**src/rtl/its_map.svh**
```systemverilog
`ifndef ITS_MAP_SVH
`define ITS_MAP_SVH

// Register byte offsets on the APB slave.
`define ITS_A_CTRL      8'h00
`define ITS_A_DURATION  8'h04
`define ITS_A_DELAY     8'h08
`define ITS_A_UPPER     8'h0c
`define ITS_A_LOWER     8'h10
`define ITS_A_CMD       8'h14
`define ITS_A_STATUS    8'h18
`define ITS_A_ELAPSED   8'h1c
`define ITS_A_MEAS      8'h20

// Register widths and reset values.
`define ITS_CTRL_W      11
`define ITS_CTRL_RST    11'h080
`define ITS_MS_W        24
`define ITS_DLY_W       16
`define ITS_RES_W       22
`define ITS_STAT_W      7
`define ITS_DISP_W      14

// Command register bit positions.
`define ITS_CMD_START   0
`define ITS_CMD_STOP    1

// Pin vector bit positions.
`define ITS_P_VSTABLE   0
`define ITS_P_KSTART    1
`define ITS_P_KSTOP     2
`define ITS_P_XSTART    3
`define ITS_P_XSTOP_N   4
`define ITS_P_PROBE     5
`define ITS_PINS        6

// Times in milliseconds.
`define ITS_FAST_MS     30
`define ITS_CHECK_MS    100
`define ITS_SLOW_MS     500
`define ITS_LAMP_MS     250
`define ITS_TENTH_MS    100
`define ITS_MS_PER_S    1000

// Limits: 4000 megohm in kilohm steps, elapsed display 999.9 s in tenths.
`define ITS_LIMIT_MAX   22'h3d0900
`define ITS_DISP_MAX    14'h270f

`endif

```
**src/rtl/its_pkg.sv**
```systemverilog
package its_pkg;

  typedef enum logic [1:0] {
    ITS_MODE_CONTINUOUS_MODE,
    ITS_MODE_PASS_STOP,
    ITS_MODE_FAIL_STOP,
    ITS_MODE_FORCED_END
  } its_mode_e;

  typedef enum logic [1:0] {
    ITS_BUZZ_OFF,
    ITS_BUZZ_PASS,
    ITS_BUZZ_FAIL,
    ITS_BUZZ_END
  } its_buzz_e;

  typedef enum logic [1:0] {
    ITS_IDLE,
    ITS_DELAY,
    ITS_MEASURE
  } its_state_e;

  // Control word, first field in the highest bits.
  typedef struct packed {
    logic      interlock_en;
    logic      lower_en;
    logic      upper_en;
    its_buzz_e buzz;
    its_mode_e mode;
    logic      delay_auto;
    logic      timer_on;
    logic      contact_chk;
    logic      speed_slow;
  } its_cfg_s;

  typedef struct packed {
    logic upper_fail;
    logic lower_fail;
    logic pass;
  } its_judge_s;

  typedef struct packed {
    logic        psel;
    logic        penable;
    logic        pwrite;
    logic [7:0]  paddr;
    logic [31:0] pwdata;
  } its_apb_req_s;

  typedef struct packed {
    logic        pready;
    logic        pslverr;
    logic [31:0] prdata;
  } its_apb_rsp_s;

endpackage

```
**src/rtl/its_sequencer.sv**
```systemverilog
`timescale 1ns/1ps

`include "its_map.svh"

// The accuracy ceiling is a parameter so a bench can lower it below the largest
// writable limit; at its default no writable limit pair can exceed it.
module its_sequencer #(
  parameter int unsigned CLK_HZ     = 25_000_000,
  parameter int unsigned MS_CYC     = CLK_HZ / `ITS_MS_PER_S,
  parameter logic [21:0] ACC_MAX    = `ITS_LIMIT_MAX
) (
  input  wire logic                      core_clk,
  input  wire logic                      arst_n,
  input  wire logic                      clk_en,
  input  wire its_pkg::its_apb_req_s     apb_req,
  output its_pkg::its_apb_rsp_s          apb_rsp,
  input  wire logic                      key_start,
  input  wire logic                      key_stop,
  input  wire logic                      ext_start,
  input  wire logic                      ext_stop_n,
  input  wire logic                      probe_sw,
  input  wire logic                      vout_stable,
  input  wire logic [`ITS_RES_W-1:0]     meas_kohm,
  output logic                           test_volt_en,
  output logic                           delay_ind,
  output logic                           test_lamp,
  output logic                           meas_valid,
  output logic [`ITS_RES_W-1:0]          meas_disp,
  output its_pkg::its_judge_s            judge,
  output logic                           judge_stb,
  output logic                           buzz_pulse,
  output logic [`ITS_DISP_W-1:0]         time_disp
);
  import its_pkg::*;

  localparam int unsigned MS_W = $clog2(MS_CYC + 1);

  // Slow speed wins over the contact check, which only stretches the fast period.
  // All periods are counted in whole milliseconds of the restarted time base.
  function automatic logic [`ITS_MS_W-1:0] period_ms(input logic slow, input logic chk);
    if (slow) begin
      period_ms = `ITS_MS_W'(`ITS_SLOW_MS);
    end else if (chk) begin
      period_ms = `ITS_MS_W'(`ITS_CHECK_MS);
    end else begin
      period_ms = `ITS_MS_W'(`ITS_FAST_MS);
    end
  endfunction

  // A disabled limit never raises its flag, and pass needs at least one limit.
  // Two enabled limits that both lie beyond the accuracy ceiling force both fail flags so the result is never a pass.
  function automatic its_judge_s judge_of(input logic [`ITS_RES_W-1:0] v, input its_cfg_s c,
                                          input logic [`ITS_RES_W-1:0] up,
                                          input logic [`ITS_RES_W-1:0] lo);
    its_judge_s j;
    j.upper_fail = c.upper_en && (v >= up);
    j.lower_fail = c.lower_en && (v <= lo);
    if (c.upper_en && c.lower_en && up > ACC_MAX && lo > ACC_MAX) begin
      j.upper_fail = 1'b1;
      j.lower_fail = 1'b1;
    end
    j.pass = (c.upper_en || c.lower_en) && !j.upper_fail && !j.lower_fail;
    return j;
  endfunction

  its_cfg_s                 cfg;
  logic [`ITS_MS_W-1:0]     duration_ms;
  logic [`ITS_DLY_W-1:0]    delay_ms;
  logic [`ITS_RES_W-1:0]    upper_lim;
  logic [`ITS_RES_W-1:0]    lower_lim;
  logic                     cmd_start;
  logic                     cmd_stop;
  logic [31:0]              rdata;
  its_state_e               state;
  its_state_e               next_state;
  logic [`ITS_PINS-1:0]     pin_s1;
  logic [`ITS_PINS-1:0]     pin_s2;
  logic [`ITS_PINS-1:0]     pin_s3;
  logic [MS_W-1:0]          cyc_cnt;
  logic [`ITS_MS_W-1:0]     elapsed_ms;
  logic [`ITS_MS_W-1:0]     per_ms;
  logic [`ITS_MS_W-1:0]     lamp_ms;
  logic [`ITS_MS_W-1:0]     tenth_ms;
  its_judge_s               last_j;
  logic                     have_j;

  // Bus decode.
  wire apb_setup  = apb_req.psel && !apb_req.penable;
  wire apb_access = apb_req.psel && apb_req.penable;
  wire a_ctrl     = apb_req.paddr == `ITS_A_CTRL;
  wire a_dur      = apb_req.paddr == `ITS_A_DURATION;
  wire a_dly      = apb_req.paddr == `ITS_A_DELAY;
  wire a_up       = apb_req.paddr == `ITS_A_UPPER;
  wire a_lo       = apb_req.paddr == `ITS_A_LOWER;
  wire a_cmd      = apb_req.paddr == `ITS_A_CMD;
  wire a_stat     = apb_req.paddr == `ITS_A_STATUS;
  wire a_elap     = apb_req.paddr == `ITS_A_ELAPSED;
  wire a_meas     = apb_req.paddr == `ITS_A_MEAS;
  wire a_hit      = a_ctrl | a_dur | a_dly | a_up | a_lo | a_cmd | a_stat | a_elap | a_meas;
  wire wr_en      = apb_access && apb_req.pwrite && a_hit && clk_en;
  wire [`ITS_RES_W-1:0] wr_lim = apb_req.pwdata[`ITS_RES_W-1:0];
  wire lim_ok     = wr_lim <= `ITS_LIMIT_MAX;

  assign apb_rsp.pready  = apb_access;
  assign apb_rsp.pslverr = apb_access && !a_hit;
  assign apb_rsp.prdata  = rdata;

  wire running     = state != ITS_IDLE;
  wire [`ITS_STAT_W-1:0] status = {test_lamp, meas_valid, judge.pass, judge.lower_fail,
                                   judge.upper_fail, delay_ind, running};
  wire [`ITS_MS_W-1:0] remain_ms = (elapsed_ms >= duration_ms) ? '0 : duration_ms - elapsed_ms;

  wire [31:0] next_rdata =
    a_ctrl ? 32'(cfg) :
    a_dur  ? 32'(duration_ms) :
    a_dly  ? 32'(delay_ms) :
    a_up   ? 32'(upper_lim) :
    a_lo   ? 32'(lower_lim) :
    a_stat ? 32'(status) :
    a_elap ? (cfg.timer_on ? 32'(remain_ms) : 32'(elapsed_ms)) :
    a_meas ? 32'(meas_disp) : 32'h0000_0000;

  // Read data is captured in the setup cycle so the answer comes from a flop.
  always_ff @(posedge core_clk or negedge arst_n) begin
    if (!arst_n) begin
      rdata <= 32'h0000_0000;
    end else if (clk_en && apb_setup) begin
      rdata <= next_rdata;
    end
  end

  always_ff @(posedge core_clk or negedge arst_n) begin
    if (!arst_n) begin
      cfg         <= its_cfg_s'(`ITS_CTRL_RST);
      duration_ms <= '0;
      delay_ms    <= '0;
      upper_lim   <= '0;
      lower_lim   <= '0;
    end else if (wr_en) begin
      if (a_ctrl) cfg <= its_cfg_s'(apb_req.pwdata[`ITS_CTRL_W-1:0]);
      if (a_dur) duration_ms <= apb_req.pwdata[`ITS_MS_W-1:0];
      if (a_dly) delay_ms <= apb_req.pwdata[`ITS_DLY_W-1:0];
      if (a_up && lim_ok) upper_lim <= wr_lim;
      if (a_lo && lim_ok) lower_lim <= wr_lim;
    end
  end

  // Serial start and stop commands last one enabled cycle.
  always_ff @(posedge core_clk or negedge arst_n) begin
    if (!arst_n) begin
      cmd_start <= 1'b0;
      cmd_stop  <= 1'b0;
    end else if (clk_en) begin
      cmd_start <= wr_en && a_cmd && apb_req.pwdata[`ITS_CMD_START];
      cmd_stop  <= wr_en && a_cmd && apb_req.pwdata[`ITS_CMD_STOP];
    end
  end

  // Pins pass two flops; the third flop only serves edge detection.
  wire [`ITS_PINS-1:0] pins = {probe_sw, ext_stop_n, ext_start, key_stop, key_start, vout_stable};

  always_ff @(posedge core_clk or negedge arst_n) begin
    if (!arst_n) begin
      pin_s1 <= '0;
      pin_s2 <= '0;
      pin_s3 <= '0;
    end else if (clk_en) begin
      pin_s1 <= pins;
      pin_s2 <= pin_s1;
      pin_s3 <= pin_s2;
    end
  end

  // Edges are taken between the second and third flop, so a pin change acts
  // three edges after it arrives; pulses shorter than a clock may be missed.
  wire [`ITS_PINS-1:0] pin_rise = pin_s2 & ~pin_s3;
  wire [`ITS_PINS-1:0] pin_fall = ~pin_s2 & pin_s3;

  // any source may start or stop
  wire start_evt = pin_rise[`ITS_P_KSTART] | pin_rise[`ITS_P_XSTART] | pin_rise[`ITS_P_PROBE] | cmd_start;
  wire stop_evt  = pin_rise[`ITS_P_KSTOP] | ~pin_s2[`ITS_P_XSTOP_N] | pin_fall[`ITS_P_PROBE] | cmd_stop;
  // interlock blocks start
  // The stop input acts as a level, so a start that meets it is dropped, not queued.
  wire start_ok  = start_evt && pin_s2[`ITS_P_XSTOP_N] && !cfg.interlock_en;

  // Millisecond time base, restarted at each accepted start.
  wire ms_tick = running && (cyc_cnt == MS_W'(MS_CYC - 1));

  always_ff @(posedge core_clk or negedge arst_n) begin
    if (!arst_n) begin
      cyc_cnt <= '0;
    end else if (clk_en) begin
      cyc_cnt <= (!running || ms_tick) ? '0 : cyc_cnt + 1'b1;
    end
  end

  wire [`ITS_MS_W-1:0] period = period_ms(cfg.speed_slow, cfg.contact_chk);
  // a sample only after a full period
  wire sample_take = (state == ITS_MEASURE) && ms_tick && (per_ms == period - 1'b1);
  // The judgment is combinational on the live reading; it only counts on a sample cycle.
  its_judge_s cur_j;
  assign cur_j = judge_of(meas_kohm, cfg, upper_lim, lower_lim);

  // duration bound when timer is on
  // timer off runs until stop or a pass/fail stop mode hit
  // Elapsed time starts at the accepted start, so the response time eats into the duration.
  wire dur_done = cfg.timer_on && (elapsed_ms >= duration_ms);
  // automatic delay waits for stable output
  // manual delay waits only for time
  wire dly_done = cfg.delay_auto ? pin_s2[`ITS_P_VSTABLE] : (elapsed_ms >= `ITS_MS_W'(delay_ms));
  wire mode_hit = sample_take &&
                  (((cfg.mode == ITS_MODE_PASS_STOP) && cur_j.pass) ||
                   ((cfg.mode == ITS_MODE_FAIL_STOP) && (cur_j.upper_fail || cur_j.lower_fail)));
  // end on duration, stop or a pass/fail stop mode hit
  wire end_now  = running && (stop_evt || dur_done || mode_hit);
  wire forced   = cfg.mode == ITS_MODE_FORCED_END;
  // continuous and stop modes publish every sample
  // Forced end publishes only if some sample exists; a test cut in the delay stays silent.
  wire pub_now  = (sample_take && !forced) || (end_now && forced && (have_j || sample_take));
  its_judge_s pub_j;
  assign pub_j = sample_take ? cur_j : last_j;

  always_comb begin
    next_state = state;
    unique case (state)
      ITS_IDLE: begin
        if (start_ok) next_state = ITS_DELAY;
      end
      ITS_DELAY: begin
        if (end_now) next_state = ITS_IDLE;
        else if (dly_done) next_state = ITS_MEASURE;
      end
      ITS_MEASURE: begin
        if (end_now) next_state = ITS_IDLE;
      end
    endcase
  end

  always_ff @(posedge core_clk or negedge arst_n) begin
    if (!arst_n) begin
      state <= ITS_IDLE;
    end else if (clk_en) begin
      state <= next_state;
    end
  end

  // voltage enable follows the running state
  assign test_volt_en = running;
  assign delay_ind    = state == ITS_DELAY;

  // Time keeping: elapsed ms, sample period, lamp and tenths display.
  // Elapsed ms saturates at all ones so a very long untimed test cannot wrap
  // its elapsed readback back to zero; the duration compare is gated off by timer_on.
  always_ff @(posedge core_clk or negedge arst_n) begin
    if (!arst_n) begin
      elapsed_ms <= '0;
      per_ms     <= '0;
      lamp_ms    <= '0;
      tenth_ms   <= '0;
      time_disp  <= '0;
      test_lamp  <= 1'b0;
    end else if (clk_en) begin
      if (start_ok && !running) begin
        elapsed_ms <= '0;
        per_ms     <= '0;
        lamp_ms    <= '0;
        tenth_ms   <= '0;
        time_disp  <= '0;
        test_lamp  <= 1'b1;
      end else if (!running) begin
        test_lamp  <= 1'b0;
      end else if (ms_tick) begin
        if (elapsed_ms != '1) elapsed_ms <= elapsed_ms + 1'b1;
        per_ms <= (state != ITS_MEASURE || sample_take) ? '0 : per_ms + 1'b1;
        if (lamp_ms == `ITS_MS_W'(`ITS_LAMP_MS - 1)) begin
          lamp_ms   <= '0;
          test_lamp <= ~test_lamp;
        end else begin
          lamp_ms <= lamp_ms + 1'b1;
        end
        if (tenth_ms == `ITS_MS_W'(`ITS_TENTH_MS - 1)) begin
          tenth_ms <= '0;
          if (time_disp != `ITS_DISP_MAX) time_disp <= time_disp + 1'b1;
        end else begin
          tenth_ms <= tenth_ms + 1'b1;
        end
      end
      if (end_now) test_lamp <= 1'b0;
    end
  end

  // Measurement display and judgments; the last result stays after the end.
  // Keeping the result lets the operator read it once the voltage is off.
  // The strobe and buzzer pulses last one enabled cycle each.
  always_ff @(posedge core_clk or negedge arst_n) begin
    if (!arst_n) begin
      meas_valid <= 1'b0;
      meas_disp  <= '0;
      last_j     <= '0;
      have_j     <= 1'b0;
      judge      <= '0;
      judge_stb  <= 1'b0;
      buzz_pulse <= 1'b0;
    end else if (clk_en) begin
      judge_stb  <= 1'b0;
      buzz_pulse <= 1'b0;
      if (start_ok && !running) begin
        // blank display, no judgment during delay
        meas_valid <= 1'b0;
        have_j     <= 1'b0;
        judge      <= '0;
      end else begin
        if (sample_take) begin
          meas_disp  <= meas_kohm;
          meas_valid <= 1'b1;
          // both out of range fail together
          last_j     <= cur_j;
          have_j     <= 1'b1;
        end
        if (pub_now && (cfg.upper_en || cfg.lower_en)) begin
          judge     <= pub_j;
          judge_stb <= 1'b1;
        end
        // The end condition sounds on any termination, even one without a judgment.
        // buzzer conditions
        buzz_pulse <= (pub_now && cfg.buzz == ITS_BUZZ_PASS && pub_j.pass) ||
                      (pub_now && cfg.buzz == ITS_BUZZ_FAIL && (pub_j.upper_fail || pub_j.lower_fail)) ||
                      (end_now && cfg.buzz == ITS_BUZZ_END);
      end
    end
  end

endmodule // its_sequencer

```
**config.mk**
```make
export PLATFORM = sky130hd
export DESIGN_NAME = its_sequencer
export DESIGN_NICKNAME = d
export VERILOG_FILES = /design/src/rtl/its_pkg.sv /design/src/rtl/its_sequencer.sv
export VERILOG_INCLUDE_DIRS = /design/src /design/src/rtl
export SDC_FILE = /design/constraint.sdc
export NUM_CORES = 1
export LEC_CHECK = 0
export ABC_AREA = 1
export BUFFER_PORTS_ARGS = -buffer_cell sky130_fd_sc_hd__buf_2
export CAP_MARGIN = 20
export CORE_ASPECT_RATIO = 0.7
export CORE_UTILIZATION = 28
export DETAILED_ROUTE_END_ITERATION = 8
export PLACE_DENSITY_LB_ADDON = 0.15
export REMOVE_ABC_BUFFERS = 1
export SLEW_MARGIN = 25
export SYNTH_ARGS = -nofsm -noshare
export SYNTH_HDL_FRONTEND = slang
export SYNTH_SLANG_ARGS = --single-unit
```
**constraint.sdc**
```tcl
create_clock -name core_clk -period 8.18 [get_ports core_clk]
set_input_delay 1.227 -clock core_clk [delete_from_list [all_inputs] [get_ports core_clk]]
set_output_delay 1.227 -clock core_clk [all_outputs]
set_load 0.1 [all_outputs]
```
# Word-level counts from Yosys, hierarchy flattened
# Index checks and enable logic that the tools add are counted.
[totals] register_bits=306 latchBits=0 ramBits=0 rom_bits=0 input_bits=74 out_inout_bits=79 elab_cells=237 n_memories=0
[classes] add_sub_neg=8 n_mul=0 div_mod_pow=0 n_lt_le_gt_ge=7 n_eq_ne=28 shift=0 mux=54 bitwise=21 reduce_logical=82
[op_table] cell="24-bit 2-to-1 mux" count=25
[op_table] cell="24-bit by 1-bit adder with 24-bit output (second input constant)" count=4
[op_table] cell="14-bit 2-to-1 mux" count=5
[op_table] cell="22-bit > comparator (second input constant)" count=2
[op_table] cell="1-bit logical AND" count=39
[op_table] cell="8-bit by 5-bit == test with 1-bit output (second input constant)" count=4
[op_table] cell="24-bit == test" count=1
[op_table] cell="24-bit by 7-bit == test with 1-bit output (second input constant)" count=1
[op_table] cell="24-bit by 8-bit == test with 1-bit output (second input constant)" count=1
[op_table] cell="24-bit by 16-bit >= comparator with 1-bit output" count=1
[op_table] cell="24-bit >= comparator" count=1
[op_table] cell="24-bit != test (second input constant)" count=1
[op_table] cell="24-bit by 1-bit subtractor with 24-bit output (second input constant)" count=1
[op_table] cell="24-bit subtractor" count=1
[op_table] cell="22-bit >= comparator" count=1
[op_table] cell="22-bit <= comparator" count=1
[op_table] cell="22-bit <= comparator (second input constant)" count=1
[op_table] cell="22-bit 2-to-1 mux" count=1
[op_table] cell="8-bit by 4-bit == test with 1-bit output (second input constant)" count=2
[op_table] cell="2-bit AND reduction" count=8
[op_table] cell="2-bit nonzero test" count=8
[op_table] cell="15-bit by 1-bit adder with 15-bit output (second input constant)" count=1
[op_table] cell="15-bit == test (second input constant)" count=1
[op_table] cell="15-bit 2-to-1 mux" count=1
[op_table] cell="other kinds (26)" count=88

# Longest topological paths before layout
# Gate-level depths: netlist (run 1).
[depth] word_depth=20 mapped_depth=24

# Least setup slack after synthesis (run 1)
# No wires, ideal clock.
[synth_path] kind="input to output" start="input apb_req[37] in the netlist's numbering" end="output apb_rsp[32] in the netlist's numbering" t_arrival_ps=3275 required_time_ps=6953 setup_slack_ps=3678 cell_stages=8 path_buffers=0 cell_sequence="inv_1 nand3_1 inv_1 nand2_2 inv_2 nor4_1 o21ai_0 nor2_1"
[synth_lines] element="start: declaration" line="its_sequencer.sv:15" text="input wire its_pkg::its_apb_req_s apb_req,"
[synth_lines] element="end: declaration" line="its_sequencer.sv:16" text="output its_pkg::its_apb_rsp_s apb_rsp,"

==> impl_metrics.py, run 1 <==
metrics = {
    "status": {
        "status": "complete, no violations",
    },
    "clocking": {
        "htreeDepth": 2,
        "numCtsBuffers": 37,
        "cts-root-buf": "clkbuf_16",
        "cts.sinks": 296,
        "cts.clk_slew.worst_paths_ns": 0.05,
        "clk_path_buf_depth": 3,
        "hold_buffers": 0,
        "cts_setup_buffers": 0,
        "cts_resized": 0,
        "clock_latency_ns": 0.56,
        "cts_tree": "built",
    },
    "drt": {
        "drt_iter0_markers": 1253,
        "routed_wl_um": 63500,
        "ant_nets": 0,
        "vias": 16937,
        "drtPass1Iterations": 8,
        "vias_per_cell": 4.87,
        "drc": 0,
        "routedWlPerCell_um": 18.3,
    },
    "synth": {
        "synthCells": 2448,
        "synth_area_per_cell_um2": 7.50,
        "ys_types": 64,
        "synth_ff_type": "dfrtp_1",
        "synth-async-reset-ratio_pct": 100,
        "post_synth_instance_area_um2": 18400,
        "synth-seq-cells": 296,
        "ys_seq_area_share_pct": 40.4,
        "yosysWarnings": 0,
        "synth-edff-count": 0,
    },
    "layout": {
        "mostFrequentLayoutCells": "616 x nand2_1, 313 x inv_1, 295 x dfrtp_1",
        "drive_above_1_share_pct": 11.2,
        "area_growth_pct": 15.6,
        "mostFrequentLayoutCell": "nand2_1",
        "nNetsFinal": 2742,
    },
    "critical_path": {
        "cp-end-kind": "primary output",
        "slowest_stage": "nand2_2",
        "endpoint": "apb_rsp[32]",
        "critPathLaunchType": "input pin",
        "critPathBufInv": 5,
        "arrival_ns": 3.69,
        "required_ns": 6.95,
        "slowest_delay_ns": 0.64,
        "r2r_start": "elapsed_ms[3]",
        "r2r_slack_ns": 4.35,
        "crit_type": "in -> out",
        "r2r_cells": 14,
        "crit_fanout": 34,
        "cp.depth": 10,
        "crit_start": "apb_req[37]",
        "cp_top_family": "simple AND/OR/NAND/NOR gates",
        "path_cells": "buf_2 > inv_1 > nand3_1 > inv_1 > nand2_2 > inv_2 > nor4_1 > o21ai_0 > nor2_1 > buf_2",
        "reg2reg_to": "rdata[13]",
    },
    "sta": {
        "tns_ns": 0,
        "final_max_slew_viol_count": 0,
        "period_needed_ns": 4.92,
        "rsz0062_at_grt": "no",
        "hold_violations": 0,
        "worstMarginPinSlew_ns": 1.00,
        "setup_ws_ns": 3.26,
        "fmax_mhz": 203,
        "whs_ns": 0.469,
        "clock_skew_ns": 0.0179,
        "period_share_pct": 60.2,
        "finalSetupViolCount": 0,
        "slew_headroom_pct": 33.3,
    },
    "worst_hold_path": {
        "hold_start": "rdata[2]",
        "hold_class": "reg -> reg",
    },
    "die": {
        "row_count": 78,
        "start_util_pct": 28.3,
        "dieArea_um2": 66600,
        "ios": 153,
        "core_area_um2": 64800,
        "die_w_um": 308,
        "die_height_um": 216,
    },
    "grt": {
        "grt_pass1_wl_um": 98500,
        "antenna_found_initial": 6,
        "grt_max_degree": 115,
        "grt_pass1_vias": 16168,
        "grt-ovfl-total": 0,
        "grt_util_all_layers_pct": 19.2,
    },
    "pwr": {
        "leakage_nw": 10.3,
        "p_total_mw": 4.71,
        "ir_drop_uv": 229,
        "powerDensity_nw_per_um2": 222,
    },
    "place": {
        "gp_congestion": 0.882,
        "dp_hpwl_um": 49100,
        "portBuffers": 136,
        "pre_cts_slack_ns": 3.23,
    },
    "job": {
        "cap_viol_max_count": 0,
    },
}
sequential cells by signal, summed over array words and instances (netlist names), 2 cells and up:
register and flops:
delay_ms 16, last_j 3, state 2, tenth_ms 24, duration_ms 24, meas_disp 22
upper_lim 22, pin_s3 4, lamp_ms 24, per_ms 24, pin_s2 6, rdata 24
judge 3, lower_lim 22, time_disp 14, cfg 11, elapsed_ms 24, pin_s1 6
cyc_cnt 15
stage by stage:
stage | cells | instance area, um2 | utilization [%]
2_1_floorplan | 2381 | 18000 | -
3_3_place_gp | 3413 | 19900 | 30.8
3_5_place_dp | 3413 | 19900 | 30.8
4_1_cts | 3478 | 21200 | 32.7
5_1_grt | 3480 | 21200 | 32.7
6_report | 3481 | 21200 | 32.7
worst reg2reg max path: cells and delay by family (launching register included):
kind / cells / cell delay, ns
DFF: 1 / 0.49
AOI/OAI and AO/OA: 6 / 1.63
buffers and inverters: 1 / 0.12
and+or+nand+nor: 6 / 1.15
adders and majority gates: 1 / 0.39
layout make-up:
type / count / area, um2
well taps: 880 / 1100
fillers: 6996 / 43600
inverters: 327 / 1230
clock inverters: 10 / 140
repair buffers: 153 / 838
flip-flops and latches: 296 / 7410
clock buffers: 55 / 1090
diodes: 2 / 5.00
multi-input cells: 1758 / 9390
cell usage after synthesis (22+ instances only):
cell type	n	share of area, %
a21oi_1	139	3.8
clkbuf_1	40	0.82
dfrtp_1	295	40
ha_1	94	6.4
inv_1	313	6.4
mux2_2	22	1.3
nand2_1	617	13
nand3_1	92	2.5
nand4_1	45	1.5
nor2_1	215	4.4
nor3_1	74	2.0
o21ai_0	204	5.6
xor2_1	29	1.4
metal layers:
layer	vias to the layer above	track usage, %	wire, um
li1	8328	-	-
met3	85	2.94	3580
met2	421	26.8	25500
met5	-	0	21
met4	4	5.24	1550
met1	8099	30.0	32900
kinds of logic after synthesis:
kind of cell	share of synthesized area [%]
other	0.0204
adders and majority gates	6.52
DFF	40.4
xor gates and xnor gates	2.20
and+or+nand+nor	26.7
AOI/OAI and AO/OA	14.1
muxes	1.40
buffers and inverters	8.64
worst min-delay path by stage:
stage | to | slack [ns] | cells after the start
6_report | rdata[2] | 0.47 | 2
5_1_grt | buzz_pulse | 0.50 | 2
2_1_floorplan | pin_s1[0] | 0.44 | 2
3_5_place_dp | buzz_pulse | 0.46 | 2
3_3_place_gp | rdata[13] | 0.46 | 2
4_1_cts | buzz_pulse | 0.48 | 2
power breakdown:
group          leakage [nW]  switching [mW]  total, mW  internal (mW)
logic                  5.67           0.906       1.26          0.353
clock network         0.609           0.676       1.70           1.02
registers              4.00           0.143       1.75           1.61
(Power assumes the default switching activity.)
==> run 2, diff against run 1 <==
--- a/config.mk
+++ b/config.mk
@@ -6,7 +6,7 @@
 export SDC_FILE = /design/constraint.sdc
 export NUM_CORES = 1
 export LEC_CHECK = 0
-export ABC_AREA = 1
+export ABC_AREA = 0
 export BUFFER_PORTS_ARGS = -buffer_cell sky130_fd_sc_hd__buf_2
 export CAP_MARGIN = 20
 export CORE_ASPECT_RATIO = 0.7
==> constraint.sdc (replaced) <==
create_clock -name core_clk -period 3.96 [get_ports core_clk]
set_input_delay 0.594 -clock core_clk [delete_from_list [all_inputs] [get_ports core_clk]]
set_output_delay 0.594 -clock core_clk [all_outputs]
set_load 0.1 [all_outputs]
==> run 2 against run 1 <==
Against the previous run:
- register-to-register slack worse by 4.1 ns
- sequential power is 99% higher
- combinational power is 120% higher
- cell area is 4.1% lower
- sequential share of layout area is 1.5 points higher
- total power is 110% higher
- via count is 12% lower
- worst hold slack worse by 0.40 ns
- setup slack worse by 3.0 ns
- wire length is 2.0% lower
- synthesized area is 6.4% lower
- clock power is 110% higher
- critical path type is now reg -> reg
- critical endpoint is now judge[0]
- largest cell class unchanged
==> impl_metrics.py, run 2 <==
metrics = {
    "synth": {
        "ys_seq_area_share_pct": 43.1,
        "post_synth_instance_area_um2": 17200,
        "synth_ff_type": "dfrtp_1",
        "synth.largest_area_cell": "dfrtp_1",
        "synth_top_area_share_pct": 43.0,
        "synthMostInstantiatedCell": "dfrtp_1",
        "ys_top_cells_by_area": "dfrtp_1 43%, ha_1 6.8%, o21ai_0 4.5%",
        "synth_commonest_cells": "295 x dfrtp_1, 189 x nand2_1, 172 x nor2_1",
        "yosysWarnings": 0,
        "synth-seq-cells": 296,
        "synthCells": 1850,
        "synth-async-reset-ratio_pct": 100,
        "synth_area_per_cell_um2": 9.29,
        "ys_types": 91,
        "synth-edff-count": 0,
    },
    "sta": {
        "rsz0062_at_grt": "no",
        "slew_headroom_pct": 33.4,
        "fmax_mhz": 270,
        "worstMarginPinSlew_ns": 0.999,
        "tns_ns": 0,
        "finalSetupViolCount": 0,
        "hold_violations": 0,
        "period_share_pct": 93.6,
        "clock_skew_ns": 0.0301,
        "period_needed_ns": 3.71,
        "final_max_slew_viol_count": 0,
    },
    "pwr": {
        "leakage_nw": 9.37,
        "ir_drop_uv": 280,
        "p_total_mw": 9.84,
        "powerDensity_nw_per_um2": 484,
    },
    "die": {
        "die_height_um": 209,
        "core_area_um2": 60200,
        "ios": 153,
        "dieArea_um2": 62400,
        "die_w_um": 298,
        "row_count": 75,
        "start_util_pct": 28.5,
    },
    "clocking": {
        "hold_buffers": 0,
        "cts_resized": 0,
        "cts_setup_buffers": 0,
        "numCtsBuffers": 36,
        "cts.sinks": 296,
        "cts_tree": "built",
        "cts.clk_slew.worst_paths_ns": 0.06,
        "cts-root-buf": "clkbuf_16",
        "htreeDepth": 2,
        "clk_path_buf_depth": 3,
        "clock_latency_ns": 0.57,
    },
    "layout": {
        "drive_above_1_share_pct": 17.2,
        "design_area_um2": 20300,
        "nNetsFinal": 2186,
        "num_antenna_cells": 0,
        "area_growth_pct": 18.3,
        "instances_no_fill": 2852,
        "mostFrequentLayoutCell": "dfrtp_1",
        "mostFrequentLayoutCells": "295 x dfrtp_1, 189 x nand2_1, 165 x nor2_1",
    },
    "grt": {
        "grt_pass1_wl_um": 93600,
        "grt_max_degree": 99,
        "grt_pass1_vias": 14215,
        "grt-ovfl-total": 0,
        "antenna_found_initial": 4,
        "grt_util_all_layers_pct": 19.9,
    },
    "critical_path": {
        "crit_fanout": 7,
        "cp_common_cell": "inv_1",
        "path_cells": "inv_1 > ha_1 > inv_1 > fa_1 > a211oi_1 > o21ai_0 > nand2_1 > o211ai_1 > a31oi_2 > a31oi_1 > nor2_1 > o21ai_1 > a22o_1",
        "slowest_delay_ns": 0.57,
        "cp-end-kind": "flop",
        "slowest_stage": "a31oi_2",
        "arrival_ns": 4.16,
        "required_ns": 4.41,
        "critPathLaunchType": "flop",
        "crit_type": "reg -> reg",
        "r2r_cells": 13,
    },
    "drt": {
        "vias_per_cell": 5.22,
        "drc": 0,
        "drtPass1Iterations": 6,
        "vias": 14879,
        "drt_iter0_markers": 1301,
        "routedWlPerCell_um": 21.8,
        "ant_nets": 0,
        "routed_wl_um": 62200,
    },
    "place": {
        "gp_congestion": 0.896,
        "dp_hpwl_um": 48000,
        "portBuffers": 136,
        "dp_cells": 2787,
        "placed_area_um2": 19100,
    },
    "job": {
        "cap_viol_max_count": 0,
    },
    "status": {
        "status": "complete, no violations",
    },
    "worst_hold_path": {
        "hold_class": "in -> async",
    },
}
## run 2: critical path: cells and delay by family, from the launching register on
kind            cells  cell delay [ns]
compound gates      7             2.04
fa+ha+maj           2             0.61
buf+inv             2             0.16
flops               1             0.38
simple gates        2             0.39
## run 2: metal layers
| layer | GRT usage [%] | vias to the layer above | routed length (um) |
|---|---|---|---|
| met2 | 25.7 | 490 | 23600 |
| met5 | 0 | - | 34 |
| met4 | 4.42 | 6 | 1020 |
| met1 | 32.5 | 7348 | 32600 |
| met3 | 4.57 | 73 | 4920 |
| li1 | - | 6962 | - |
## run 2: cell type report
| type | instances | area, um2 |
|---|---|---|
| clock buffers | 50 | 1050 |
| clock inverters | 15 | 195 |
| fillers | 6196 | 39900 |
| inverters | 107 | 402 |
| multi-input cells | 1384 | 9100 |
| flip-flops and latches | 296 | 7410 |
| well taps | 808 | 1010 |
| repair buffers | 192 | 1160 |
## run 2: report_power, final
part	internal (mW)	leakage [nW]	switching, mW	total (mW)
Clock	2.08	0.618	1.46	3.54
Combinational	0.887	5.04	1.94	2.82
Sequential	3.23	3.71	0.249	3.48
Total	6.20	9.37	3.64	9.84
## run 2: kinds of logic after synthesis
family | Yosys count | synth area share, %
adders and majority gates | 95 | 6.96
other | 1 | 0.0218
muxes | 77 | 5.03
AOI/OAI and AO/OA | 434 | 16.3
buffers and inverters | 177 | 4.17
xor gates and xnor gates | 99 | 5.05
and+or+nand+nor | 671 | 19.4
DFF | 296 | 43.1
## run 2: final timing paths
check | startpoint | endpoint | slack, ns
max reg2reg | duration_ms[0] | judge[0] | 0.25
max in group asynchronous | arst_n | elapsed_ms[2] | 2.98
min reg2reg | rdata[7] | rdata[7] | 0.48
max | duration_ms[0] | judge[0] | 0.25
min in group core_clk | meas_kohm[0] | meas_disp[0] | 0.27
min | arst_n | meas_disp[10] | 0.07
## run 2: through the flow
| stage | utilization, % | hold WS [ns] | setup WS (ns) |
|---|---|---|---|
| floorplan | - | 0.298 | -0.0978 |
| global placement | 31.7 | 0.464 | 0.275 |
| detailed placement | 31.7 | 0.464 | 0.258 |
| CTS | 33.7 | 0.0922 | 0.298 |
| global route | 33.8 | 0.112 | 0.0914 |
| finish | 33.8 | 0.0652 | 0.255 |
==> run 3, diff against run 2 <==
--- a/config.mk
+++ b/config.mk
@@ -10,10 +10,11 @@
 export BUFFER_PORTS_ARGS = -buffer_cell sky130_fd_sc_hd__buf_2
 export CAP_MARGIN = 20
 export CORE_ASPECT_RATIO = 0.7
-export CORE_UTILIZATION = 28
+export CORE_UTILIZATION = 30
 export DETAILED_ROUTE_END_ITERATION = 8
 export PLACE_DENSITY_LB_ADDON = 0.15
 export REMOVE_ABC_BUFFERS = 1
+export SKIP_CTS_REPAIR_TIMING = 1
 export SLEW_MARGIN = 25
 export SYNTH_ARGS = -nofsm -noshare
 export SYNTH_HDL_FRONTEND = slang
==> run 3 against run 2 <==
Against the previous run:
- the flow now finishes with violations (DRC)
- first-iteration DRC count up 12%
- utilization rose by 2.7 points
- cell count shrank 2.0%
- total power is 1.2% higher
- global-route usage is 1.2 points higher
- largest power group unchanged
==> impl_metrics.py, run 3 (synthesis gave the netlist of run 2 again) <==
metrics = {
    "status": {
        "status": "finished with violations",
        "violations": "DRC",
    },
    "sta": {
        "final_max_slew_viol_count": 0,
        "clock_skew_ns": 0.0294,
        "period_share_pct": 91.7,
        "hold_violations": 0,
        "whs_ns": 0.0972,
        "worstMarginPinSlew_ns": 0.876,
        "period_needed_ns": 3.63,
        "tns_ns": 0,
        "slew_headroom_pct": 41.6,
        "fmax_mhz": 275,
        "finalSetupViolCount": 0,
        "rsz0062_at_grt": "no",
    },
    "clocking": {
        "htreeDepth": 2,
        "cts.clk_slew.worst_paths_ns": 0.06,
        "cts_tree": "built",
        "numCtsBuffers": 36,
        "cts.sinks": 296,
        "clock_latency_ns": 0.57,
        "cts-root-buf": "clkbuf_16",
        "clk_path_buf_depth": 3,
    },
    "critical_path": {
        "cp_common_cell": "a211oi_1",
        "crit_fanout": 7,
        "critPathBufInv": 2,
        "path_cells": "inv_1 > ha_1 > inv_1 > fa_1 > a211oi_1 > o21ai_0 > nand2_1 > o211ai_1 > a31oi_2 > a31oi_1 > a211oi_1 > a211oi_1 > o32ai_2",
        "slowest_stage": "a31oi_2",
        "cp-end-kind": "flop",
        "critPathLaunchType": "flop",
        "r2r_cells": 13,
        "required_ns": 4.43,
        "cp.depth": 13,
        "crit_type": "reg -> reg",
        "slowest_delay_ns": 0.58,
        "cp_top_family": "compound AO/OA/AOI/OAI gates",
        "arrival_ns": 4.10,
    },
    "place": {
        "dp_hpwl_um": 47300,
        "portBuffers": 136,
        "gp_congestion": 0.912,
    },
    "layout": {
        "mostFrequentLayoutCells": "295 x dfrtp_1, 189 x nand2_1, 166 x nor2_1",
        "area_growth_pct": 18.4,
        "n_fill_cell": 5679,
        "nNetsFinal": 2198,
        "drive_above_1_share_pct": 17.3,
        "mostFrequentLayoutCell": "dfrtp_1",
    },
    "pwr": {
        "sequentialPowerShare_pct": 35.0,
        "power_switching_mw": 3.60,
        "ir_drop_uv": 324,
        "leakage_nw": 9.42,
        "comb_power_share_pct": 28.9,
        "swShare_pct": 36.1,
        "p_clk_share_pct": 36.2,
        "powerDensity_nw_per_um2": 490,
        "intPower_mw": 6.36,
    },
    "drt": {
        "drc": 4,
        "vias": 14930,
        "routed_wl_um": 61700,
        "drtPass1Iterations": 7,
        "ant_nets": 0,
        "vias_per_cell": 5.34,
        "drt_iter0_markers": 1458,
        "routedWlPerCell_um": 22.1,
    },
    "grt": {
        "antenna_found_initial": 2,
        "grt_pass1_vias": 14242,
        "grt_max_degree": 107,
        "grt_util_all_layers_pct": 21.2,
        "grt_pass1_wl_um": 92400,
        "grt-ovfl-total": 0,
    },
    "die": {
        "ios": 153,
        "dieArea_um2": 58200,
        "die_height_um": 202,
        "row_count": 72,
        "start_util_pct": 30.8,
        "core_area_um2": 55900,
        "die_w_um": 288,
    },
    "worst_hold_path": {
        "hold_class": "in -> async",
    },
    "job": {
        "cap_viol_max_count": 0,
    },
}
==> run 3: cell count changes in the layout (fill, tap and decap cells not counted), sizes merged <==
cell,previous run,this run
bufinv,3,6
inv,108,107
clkinv,10,5
clkbuf,50,52
buf,192,204
diode,0,1
==> run 3: area by class of cell <==
cell class | count | area [um2] | area share, %
repair buffers | 204 | 1240 | 6.09
clock inverters | 12 | 228 | 1.12
diodes | 1 | 2.50 | 0.0123
multi-input cells | 1384 | 9100 | 44.7
clock buffers | 52 | 1030 | 5.08
well taps | 740 | 926 | 4.55
inverters | 107 | 402 | 1.97
flip-flops and latches | 296 | 7410 | 36.4
==> run 3: power by group through the flow <==
stage	Clock, mW	Combinational [mW]	Sequential (mW)
finish	3.60	2.87	3.48
global route	3.80	3.12	3.52
CTS	3.69	2.84	3.48
detailed placement	0	2.82	3.53
global placement	0	2.80	3.52
floorplan	0	1.56	3.80
==> run 3: worst register-to-register path: cells and delay by family, from the launching register on <==
kind,cells,cell delay (ns)
compound gates,8,2.23
fa+ha+maj,2,0.61
simple gates,1,0.16
flops,1,0.37
buf+inv,2,0.16
==> run 3: final timing paths <==
kind,startpoint,to,slack [ns]
worst max-delay path,duration_ms[0],buzz_pulse,0.33
worst min-delay path,arst_n,meas_disp[11],0.1
worst max register to register,duration_ms[0],buzz_pulse,0.33
worst min register to register,rdata[10],rdata[10],0.48
max in group asynchronous,arst_n,elapsed_ms[10],2.83
min in group core_clk,probe_sw,pin_s1[5],0.27
==> run 3: metrics by stage <==
stage | std cells | total power, mW | util [%] | cell area [um2] | worst slack [ns]
after detailed placement | 2730 | 6.35 | 34.1 | 19100 | 0.371
after global placement | 2730 | 6.33 | 34.1 | 19100 | 0.361
after global routing | 2795 | 10.4 | 36.4 | 20300 | 0.107
final | 2796 | 9.96 | 36.4 | 20300 | 0.329
after floorplan | 1787 | 5.37 | - | 16900 | -0.0978
after CTS | 2794 | 10.0 | 36.4 | 20300 | 0.317
==> run 3: metal layers <==
| layer | wire, um | global-route usage [%] | vias up |
|---|---|---|---|
| met1 | 31300 | 33.6 | 7284 |
| met2 | 23300 | 27.0 | 537 |
| met5 | 0 | 0 | - |
| li1 | - | - | 7030 |
| met3 | 5580 | 5.85 | 79 |
| met4 | 1480 | 5.90 | 0 |
